--- src/pkg/hpt_pkg.sv ---
package hpt_pkg;

  // ---------------------------------------------------------------
  // Bus widths
  // ---------------------------------------------------------------
  localparam int ADDR_W = 16;
  localparam int DATA_W = 8;

  // ---------------------------------------------------------------
  // Register offsets
  // ---------------------------------------------------------------
  localparam logic [15:0] OFS_UPSTREAM_SS_LINK_STATUS = 16'h61C0;
  localparam logic [15:0] OFS_PORT1_HS_TX_BOOST       = 16'h64CA;
  localparam logic [15:0] OFS_PORT1_RX_SQUELCH_TUNE   = 16'h64CC;
  localparam logic [15:0] OFS_PORT1_SS_LINK_STATUS    = 16'h65C0;
  localparam logic [15:0] OFS_PORT2_HS_TX_BOOST       = 16'h68CA;
  localparam logic [15:0] OFS_PORT2_RX_SQUELCH_TUNE   = 16'h68CC;
  localparam logic [15:0] OFS_PORT2_SS_LINK_STATUS    = 16'h69C0;

  // ---------------------------------------------------------------
  // Field positions and widths
  // ---------------------------------------------------------------
  localparam int LINK_STATE_LSB = 4;
  localparam int LINK_RSVD_BIT  = 3;
  localparam int LINK_SUB_LSB   = 0;
  localparam int CODE_LSB       = 0;
  localparam int CODE_W         = 3;
  localparam int CODE_RSVD_W    = 5;
  localparam int PCT_W          = 6;
  localparam int TRIP_W         = 11;

  // ---------------------------------------------------------------
  // Link states
  // ---------------------------------------------------------------
  typedef enum logic [3:0] {
    HPT_LS_U0         = 4'b0000,
    HPT_LS_U1         = 4'b0001,
    HPT_LS_U2         = 4'b0010,
    HPT_LS_U3         = 4'b0011,
    HPT_LS_DISABLED   = 4'b0100,
    HPT_LS_RX_DETECT  = 4'b0101,
    HPT_LS_INACTIVE   = 4'b0110,
    HPT_LS_POLLING    = 4'b0111,
    HPT_LS_RECOVERY   = 4'b1000,
    HPT_LS_HOT_RESET  = 4'b1001,
    HPT_LS_COMPLIANCE = 4'b1010,
    HPT_LS_LOOPBACK   = 4'b1011
  } hpt_link_state_e;

  typedef struct packed {
    logic [3:0] state;
    logic [2:0] sub;
  } hpt_link_s;

  typedef struct packed {
    logic [2:0] tx_current_adjust;
    logic [2:0] rx_squelch_trim;
  } hpt_phy_tune_s;

  // ---------------------------------------------------------------
  // Reset values
  // ---------------------------------------------------------------
  localparam logic [3:0] RST_LINK_STATE = 4'h5;
  localparam logic [2:0] RST_LINK_SUB   = 3'h0;
  localparam logic [2:0] RST_CODE       = 3'h0;
  localparam logic [7:0] RST_RDATA      = 8'h00;

  // ---------------------------------------------------------------
  // Code tables: percent change and trip point in 0.1 mV
  // ---------------------------------------------------------------
  localparam logic signed [5:0] BOOST_PCT [8] = '{
    6'sh00, -6'sh05, 6'sh0A, 6'sh05, 6'sh14, 6'sh0F, 6'sh1E, 6'sh19};
  localparam logic [10:0] SQUELCH_TRIP [8] = '{
    11'h3E8, 11'h36B, 11'h2EE, 11'h271, 11'h1F4, 11'h177, 11'h4E2, 11'h465};

endpackage : hpt_pkg

--- src/rtl/hpt_regs.sv ---
module hpt_regs
  import hpt_pkg::*;
(
  input  wire logic                     sys_clk,
  input  wire logic                     rst,
  input  wire logic [ADDR_W-1:0]        reg_addr,
  input  wire logic [DATA_W-1:0]        reg_wdata,
  input  wire logic                     reg_wr,
  input  wire logic                     reg_rd,
  output logic      [DATA_W-1:0]        reg_rdata,
  output logic                          reg_rvalid,
  input  wire hpt_link_s                up_link,
  input  wire hpt_link_s                p1_link,
  input  wire hpt_link_s                p2_link,
  output hpt_phy_tune_s                 p1_tune,
  output hpt_phy_tune_s                 p2_tune,
  output logic signed [PCT_W-1:0]       p1_tx_pct,
  output logic signed [PCT_W-1:0]       p2_tx_pct,
  output logic      [TRIP_W-1:0]        p1_trip,
  output logic      [TRIP_W-1:0]        p2_trip,
  output logic                          link_code_err
);

  // ---------------------------------------------------------------
  // Helper functions
  // ---------------------------------------------------------------
  function automatic logic code_ok(input logic [3:0] s);
    code_ok = (s <= HPT_LS_LOOPBACK);
  endfunction : code_ok

  function automatic logic [7:0] link_byte(input hpt_link_s l);
    logic [7:0] b;
    b = 8'h00;
    b[LINK_STATE_LSB +: 4] = l.state;
    b[LINK_RSVD_BIT]       = 1'b0;
    b[LINK_SUB_LSB +: 3]   = l.sub;
    link_byte = b;
  endfunction : link_byte

  function automatic logic [7:0] code_byte(input logic [2:0] c);
    code_byte = {{CODE_RSVD_W{1'b0}}, c};
  endfunction : code_byte

  function automatic hpt_link_s link_next(input hpt_link_s cur, input hpt_link_s in);
    link_next = code_ok(in.state) ? in : cur;
  endfunction : link_next

  function automatic logic signed [PCT_W-1:0] boost_pct(input logic [2:0] c);
    boost_pct = BOOST_PCT[c];
  endfunction : boost_pct

  function automatic logic [TRIP_W-1:0] squelch_trip(input logic [2:0] c);
    squelch_trip = SQUELCH_TRIP[c];
  endfunction : squelch_trip

  // ---------------------------------------------------------------
  // State
  // ---------------------------------------------------------------
  hpt_link_s          up_link_q;
  hpt_link_s          up_link_d;
  hpt_link_s          p1_link_q;
  hpt_link_s          p1_link_d;
  hpt_link_s          p2_link_q;
  hpt_link_s          p2_link_d;
  hpt_phy_tune_s      p1_tune_q;
  hpt_phy_tune_s      p1_tune_d;
  hpt_phy_tune_s      p2_tune_q;
  hpt_phy_tune_s      p2_tune_d;
  logic [DATA_W-1:0]  rdata_q;
  logic [DATA_W-1:0]  rdata_d;
  logic [DATA_W-1:0]  rd_mux;
  logic               rvalid_q;
  logic               err_q;
  logic               err_d;
  logic signed [PCT_W-1:0] p1_pct_q;
  logic signed [PCT_W-1:0] p2_pct_q;
  logic [TRIP_W-1:0]  p1_trip_q;
  logic [TRIP_W-1:0]  p2_trip_q;
  logic               rvalid_d;
  logic signed [PCT_W-1:0] p1_pct_d;
  logic signed [PCT_W-1:0] p2_pct_d;
  logic [TRIP_W-1:0]  p1_trip_d;
  logic [TRIP_W-1:0]  p2_trip_d;

  // ---------------------------------------------------------------
  // Reset values
  // ---------------------------------------------------------------
  localparam hpt_link_s     LINK_RST = '{state: RST_LINK_STATE, sub: RST_LINK_SUB};
  localparam hpt_phy_tune_s TUNE_RST = '{tx_current_adjust: RST_CODE, rx_squelch_trim: RST_CODE};

  // ---------------------------------------------------------------
  // Address decode
  // ---------------------------------------------------------------
  wire sel_up_stat  = (reg_addr == OFS_UPSTREAM_SS_LINK_STATUS);
  wire sel_p1_boost = (reg_addr == OFS_PORT1_HS_TX_BOOST);
  wire sel_p1_sq    = (reg_addr == OFS_PORT1_RX_SQUELCH_TUNE);
  wire sel_p1_stat  = (reg_addr == OFS_PORT1_SS_LINK_STATUS);
  wire sel_p2_boost = (reg_addr == OFS_PORT2_HS_TX_BOOST);
  wire sel_p2_sq    = (reg_addr == OFS_PORT2_RX_SQUELCH_TUNE);
  wire sel_p2_stat  = (reg_addr == OFS_PORT2_SS_LINK_STATUS);

  // ---------------------------------------------------------------
  // Write strobes
  // ---------------------------------------------------------------
  wire wr_p1_boost = reg_wr && sel_p1_boost;
  wire wr_p1_sq    = reg_wr && sel_p1_sq;
  wire wr_p2_boost = reg_wr && sel_p2_boost;
  wire wr_p2_sq    = reg_wr && sel_p2_sq;

  // ---------------------------------------------------------------
  // Write data field
  // ---------------------------------------------------------------
  wire [2:0] wcode = reg_wdata[CODE_LSB +: CODE_W];

  // ---------------------------------------------------------------
  // Link state code checks
  // ---------------------------------------------------------------
  wire up_bad = !code_ok(up_link.state);
  wire p1_bad = !code_ok(p1_link.state);
  wire p2_bad = !code_ok(p2_link.state);

  // ---------------------------------------------------------------
  // Link status next values
  // ---------------------------------------------------------------
  always_comb begin
    up_link_d = link_next(up_link_q, up_link);
    p1_link_d = link_next(p1_link_q, p1_link);
    p2_link_d = link_next(p2_link_q, p2_link);
    err_d     = up_bad || p1_bad || p2_bad;
  end

  // ---------------------------------------------------------------
  // Tuning code writes
  // ---------------------------------------------------------------
  always_comb begin
    p1_tune_d = p1_tune_q;
    p2_tune_d = p2_tune_q;
    if (wr_p1_boost) begin
      p1_tune_d.tx_current_adjust = wcode;
    end
    if (wr_p1_sq) begin
      p1_tune_d.rx_squelch_trim = wcode;
    end
    if (wr_p2_boost) begin
      p2_tune_d.tx_current_adjust = wcode;
    end
    if (wr_p2_sq) begin
      p2_tune_d.rx_squelch_trim = wcode;
    end
  end

  // ---------------------------------------------------------------
  // Read views
  // ---------------------------------------------------------------
  wire [DATA_W-1:0] up_stat_byte  = link_byte(up_link_q);
  wire [DATA_W-1:0] p1_boost_byte = code_byte(p1_tune_q.tx_current_adjust);
  wire [DATA_W-1:0] p1_sq_byte    = code_byte(p1_tune_q.rx_squelch_trim);
  wire [DATA_W-1:0] p1_stat_byte  = link_byte(p1_link_q);
  wire [DATA_W-1:0] p2_boost_byte = code_byte(p2_tune_q.tx_current_adjust);
  wire [DATA_W-1:0] p2_sq_byte    = code_byte(p2_tune_q.rx_squelch_trim);
  wire [DATA_W-1:0] p2_stat_byte  = link_byte(p2_link_q);

  // ---------------------------------------------------------------
  // Read mux
  // ---------------------------------------------------------------
  always_comb begin
    if (sel_up_stat) begin
      rd_mux = up_stat_byte;
    end else if (sel_p1_boost) begin
      rd_mux = p1_boost_byte;
    end else if (sel_p1_sq) begin
      rd_mux = p1_sq_byte;
    end else if (sel_p1_stat) begin
      rd_mux = p1_stat_byte;
    end else if (sel_p2_boost) begin
      rd_mux = p2_boost_byte;
    end else if (sel_p2_sq) begin
      rd_mux = p2_sq_byte;
    end else if (sel_p2_stat) begin
      rd_mux = p2_stat_byte;
    end else begin
      rd_mux = RST_RDATA;
    end
  end

  assign rdata_d  = reg_rd ? rd_mux : RST_RDATA;
  assign rvalid_d = reg_rd;

  // ---------------------------------------------------------------
  // Upstream link status register
  // ---------------------------------------------------------------
  always_ff @(posedge sys_clk) begin
    if (rst) begin
      up_link_q <= LINK_RST;
    end else begin
      up_link_q <= up_link_d;
    end
  end

  // ---------------------------------------------------------------
  // Port 1 link status register
  // ---------------------------------------------------------------
  always_ff @(posedge sys_clk) begin
    if (rst) begin
      p1_link_q <= LINK_RST;
    end else begin
      p1_link_q <= p1_link_d;
    end
  end

  // ---------------------------------------------------------------
  // Port 2 link status register
  // ---------------------------------------------------------------
  always_ff @(posedge sys_clk) begin
    if (rst) begin
      p2_link_q <= LINK_RST;
    end else begin
      p2_link_q <= p2_link_d;
    end
  end

  // ---------------------------------------------------------------
  // Link code error flag
  // ---------------------------------------------------------------
  always_ff @(posedge sys_clk) begin
    if (rst) begin
      err_q <= 1'b0;
    end else begin
      err_q <= err_d;
    end
  end

  // ---------------------------------------------------------------
  // Port 1 tuning register
  // ---------------------------------------------------------------
  always_ff @(posedge sys_clk) begin
    if (rst) begin
      p1_tune_q <= TUNE_RST;
    end else begin
      p1_tune_q <= p1_tune_d;
    end
  end

  // ---------------------------------------------------------------
  // Port 2 tuning register
  // ---------------------------------------------------------------
  always_ff @(posedge sys_clk) begin
    if (rst) begin
      p2_tune_q <= TUNE_RST;
    end else begin
      p2_tune_q <= p2_tune_d;
    end
  end

  // ---------------------------------------------------------------
  // Read port registers
  // ---------------------------------------------------------------
  always_ff @(posedge sys_clk) begin
    if (rst) begin
      rdata_q <= RST_RDATA;
    end else begin
      rdata_q <= rdata_d;
    end
  end

  always_ff @(posedge sys_clk) begin
    if (rst) begin
      rvalid_q <= 1'b0;
    end else begin
      rvalid_q <= rvalid_d;
    end
  end

  // ---------------------------------------------------------------
  // Analog setting lookup
  // ---------------------------------------------------------------
  assign p1_pct_d  = boost_pct(p1_tune_d.tx_current_adjust);
  assign p2_pct_d  = boost_pct(p2_tune_d.tx_current_adjust);
  assign p1_trip_d = squelch_trip(p1_tune_d.rx_squelch_trim);
  assign p2_trip_d = squelch_trip(p2_tune_d.rx_squelch_trim);

  // ---------------------------------------------------------------
  // Port 1 analog settings
  // ---------------------------------------------------------------
  always_ff @(posedge sys_clk) begin
    if (rst) begin
      p1_pct_q <= BOOST_PCT[RST_CODE];
    end else begin
      p1_pct_q <= p1_pct_d;
    end
  end

  always_ff @(posedge sys_clk) begin
    if (rst) begin
      p1_trip_q <= SQUELCH_TRIP[RST_CODE];
    end else begin
      p1_trip_q <= p1_trip_d;
    end
  end

  // ---------------------------------------------------------------
  // Port 2 analog settings
  // ---------------------------------------------------------------
  always_ff @(posedge sys_clk) begin
    if (rst) begin
      p2_pct_q <= BOOST_PCT[RST_CODE];
    end else begin
      p2_pct_q <= p2_pct_d;
    end
  end

  always_ff @(posedge sys_clk) begin
    if (rst) begin
      p2_trip_q <= SQUELCH_TRIP[RST_CODE];
    end else begin
      p2_trip_q <= p2_trip_d;
    end
  end

  // ---------------------------------------------------------------
  // Outputs
  // ---------------------------------------------------------------
  assign reg_rdata     = rdata_q;
  assign reg_rvalid    = rvalid_q;

  // ---------------------------------------------------------------
  // Port PHY outputs and link code error flag
  // ---------------------------------------------------------------
  assign p1_tune       = p1_tune_q;
  assign p2_tune       = p2_tune_q;
  assign p1_tx_pct     = p1_pct_q;
  assign p2_tx_pct     = p2_pct_q;
  assign p1_trip       = p1_trip_q;
  assign p2_trip       = p2_trip_q;
  assign link_code_err = err_q;

endmodule : hpt_regs
--- config.mk ---
export PLATFORM = sky130hd
export DESIGN_NAME = hpt_regs
export DESIGN_NICKNAME = d
export VERILOG_FILES = /design/src/pkg/hpt_pkg.sv /design/src/rtl/hpt_regs.sv
export SDC_FILE = /design/constraint.sdc
export NUM_CORES = 1
export LEC_CHECK = 0
export ABC_AREA = 0
export ABC_CLOCK_PERIOD_IN_PS = 9540
export BUFFER_PORTS_ARGS = -buffer_cell sky130_fd_sc_hd__buf_4
export CAP_MARGIN = 20
export CORE_MARGIN = 4
export CORE_UTILIZATION = 46
export DETAILED_ROUTE_END_ITERATION = 10
export PLACE_DENSITY = 0.84
export SLEW_MARGIN = 20
export SYNTH_ARGS = -nofsm -noshare
export SYNTH_HDL_FRONTEND = slang
export SYNTH_SLANG_ARGS = --single-unit
--- constraint.sdc ---
create_clock -name sys_clk -period 9.54 [get_ports sys_clk]
set_clock_uncertainty 0.1 [all_clocks]
set_input_delay 2.862 -clock sys_clk [delete_from_list [all_inputs] [get_ports sys_clk]]
set_output_delay 2.862 -clock sys_clk [all_outputs]
set_load 0.05 [all_outputs]
==> out/results.ini <==
[synth]
yosys_warnings=0
synthesis.area_um2=3136
synth_cells=331
ys_seq_elements=68
seq_area_frac_synth_pct=43.42
synth_edf_count=0
synth_ff_type=dfxtp_1
yosysUniqueCellTypes=50
synth_area_per_cell_um2=9.473
synthArstFlopShare_pct=0

[finish]
instances_no_fill=503
layout_commonest_cell=buf_4
synthToLayoutAreaGrowth_pct=30.13
final_nets=486
drive_gt1_share_pct=30.28
layout_common_cells=buf_4 (94), dfxtp_1 (68), nand2_1 (31), nor2_1 (22), inv_1 (18)
n_antenna_cell=0

[critical_path]
rr_startpoint=p2_tune[4]
cp_max_fo=9
path_class=input port to flip-flop
critPathCaptureType=flip-flop
r2r_slack_ns=7.79
start_kind=input port
required_ns=9.73
max_stage_delay_ns=0.54
cp_data_arrival_time_ns=5.38
rr_worst_depth=6
cpMaxStageDelayCell=nor4_4
path_cells=buf_4, nand4bb_4, nor4_4, nand3_2, mux2i_1, inv_1, ha_1, nand2b_1, a211o_1, nand2_1
rr_endpoint=p2_tx_pct[2]

[pwr]
pwr_density_cell_nw_per_um2=153.9
ir_drop_v=0.00009225
power.leakage_nw=1.918

[die]
dieArea_um2=8201
die_y_um=90.56
die_w_um=90.56
core_area_um2=6495
num_rows=29
initial_core_util_pct=48.28
ios=105

[placed_design]
io_buffers=94
dp.cells=487
gp_congestion=0.8308
hpwl_mm=5.866

[detailed_routing]
dr.pass1.iters=8
drt-total-wl_mm=7.925
drtIter0Drc=166
vias=2691
drcViolationCount=0
ant_nets=0
viasPerCell=5.350
wl_per_cell_um=15.76

[cts]
cts_hold_buf=0
cts.sinks=68
cts_resized=0
htreeDepth=3
cts_setup_buffers=0
numCtsBuffers=9
cts_buffer_depth=2
cts-root-buf=clkbuf_8
cts_tree=built
clk_pin_slew_worst_paths_ns=0.07
clkLatencyLatePin_ns=0.35

[min_path]
holdCritStartpoint=p1_link_q[0]
hold_path.class=flip-flop to flip-flop
hold_depth=2
hold-path-endpoint=reg_rdata[0]

[sta]
max_slew_margin_pct=55.29
finalMaxSlewViolations=0
max_freq_mhz=192.5
layout_min_cycle_time_ns=5.196
rsz0062_at_grt=no
tightest_slew_ns=0.6706
setup_viol=0
min_period_over_period_pct=54.46
hold_viol=0
tns_ns=0

[status]
status=complete, no violations

[global_route]
grt_pass1_wl_mm=13.03
grt.overflow.total=0
grt_util_met1_pct=23.01
first_global_vias=2686
grt_max_degree=71
busiest_layer=met2
met2_usage_pct=31.87
antenna_found_initial=0
grt_use_met3_pct=7.583
grtUsageTotal_pct=19.62

[run]
maxCapViolCount=0

power by group:
group / leakage, nW / switching (mW) / internal, mW
Clock: 0.109 / 0.113 / 0.174
Combinational: 1.26 / 0.0281 / 0.0204
Sequential: 0.554 / 0.00321 / 0.290
Total: 1.92 / 0.144 / 0.484
worst max-delay path by stage:
| stage | start | to | slack (ns) |
|---|---|---|---|
| floorplan | reg_addr[4] | p2_tx_pct[2] | 4.50 |
| global placement | reg_addr[4] | p2_tx_pct[2] | 4.09 |
| detailed placement | reg_addr[4] | p2_tx_pct[2] | 4.01 |
| CTS | reg_addr[4] | p2_tx_pct[2] | 4.35 |
| global route | reg_addr[9] | p1_tx_pct[2] | 4.09 |
| finish | reg_addr[4] | p2_tx_pct[2] | 4.34 |
sequential cells by signal (all words and copies together), names as in the netlist:
register       count
reg_rvalid         1
p2_tune            6
reg_rdata          7
p1_trip            8
p1_link_q          7
p2_tx_pct          5
p1_tx_pct          5
link_code_err      1
up_link_q          7
p2_trip            8
p1_tune            6
p2_link_q          7
through the flow:
| step | util [%] | power [mW] | setup WS, ns | cell area (µm²) | hold slack (ns) |
|---|---|---|---|---|---|
| 2_1_floorplan | - | 0.3245 | 4.498 | 3147 | 0.3321 |
| 5_1_grt | 62.82 | 0.6483 | 4.089 | 4080 | 0.3866 |
| 4_1_cts | 62.82 | 0.6320 | 4.354 | 4080 | 0.3663 |
| 6_report | 62.82 | 0.6280 | 4.344 | 4080 | 0.3680 |
| 3_5_place_dp | 59.12 | 0.3476 | 4.007 | 3840 | 0.3557 |
| 3_3_place_gp | 59.12 | 0.3459 | 4.095 | 3840 | 0.3519 |
layout make-up:
cell class / count / area [µm²]
Clock inverter: 6 / 112.6
Timing Repair Buffer: 94 / 705.7
Clock buffer: 10 / 127.6
Inverter: 18 / 67.56
Multi-Input combinational cell: 230 / 1609
Tap cell: 77 / 96.34
Fill cell: 544 / 2415
Sequential cell: 68 / 1361
logic make-up (layout without fill, tap and decap cells):
group                      count (synthesis)  in the layout  synth area share [%]
and+or+nand+nor                          133            133                 25.38
DFF                                       68             68                 43.42
AOI/OAI and AO/OA                         64             64                 15.08
buffers and inverters                     36            128                 5.626
adders and majority gates                 16             16                 6.385
muxes                                     12             12                 3.871
other                                      2              5                0.2395
routing by layer:
metal / share of wire (%) / routed length, µm / vias to the layer above
li1: - / - / 1332
met1: 42 / 3306 / 1261
met2: 49 / 3870 / 88
met3: 8.1 / 640 / 10
met4: 1.4 / 108 / 0
met5: 0 / 0 / -
cells in the mapped netlist, types with 3 or more instances:
library cell	instances	area, µm²
a22o_1	6	52.55
nand2b_1	10	62.56
mux2i_1	11	110.1
nand2_1	31	116.4
clkbuf_1	7	26.28
a21oi_1	17	85.08
o21ai_0	6	30.03
nand3_1	16	80.08
inv_1	18	67.56
a222oi_1	4	40.04
a211o_1	8	70.07
buf_4	9	67.56
or2_2	6	37.54
nor3b_1	9	67.56
and3_1	4	25.02
nor2_1	22	82.58
nor3_1	6	30.03
dfxtp_1	68	1361
ha_1	16	200.2
o31ai_1	3	22.52
a21o_1	7	52.55
nor2b_1	10	62.56
a211oi_1	5	37.54
critical path: cells and delay by family:
kind	cells	cell delay, ns
AOI/OAI and AO/OA	1	0.28
adders and majority gates	1	0.23
buffers and inverters	2	0.25
muxes	1	0.46
and+or+nand+nor	5	1.31
Power figures use the tool's default switching activity.
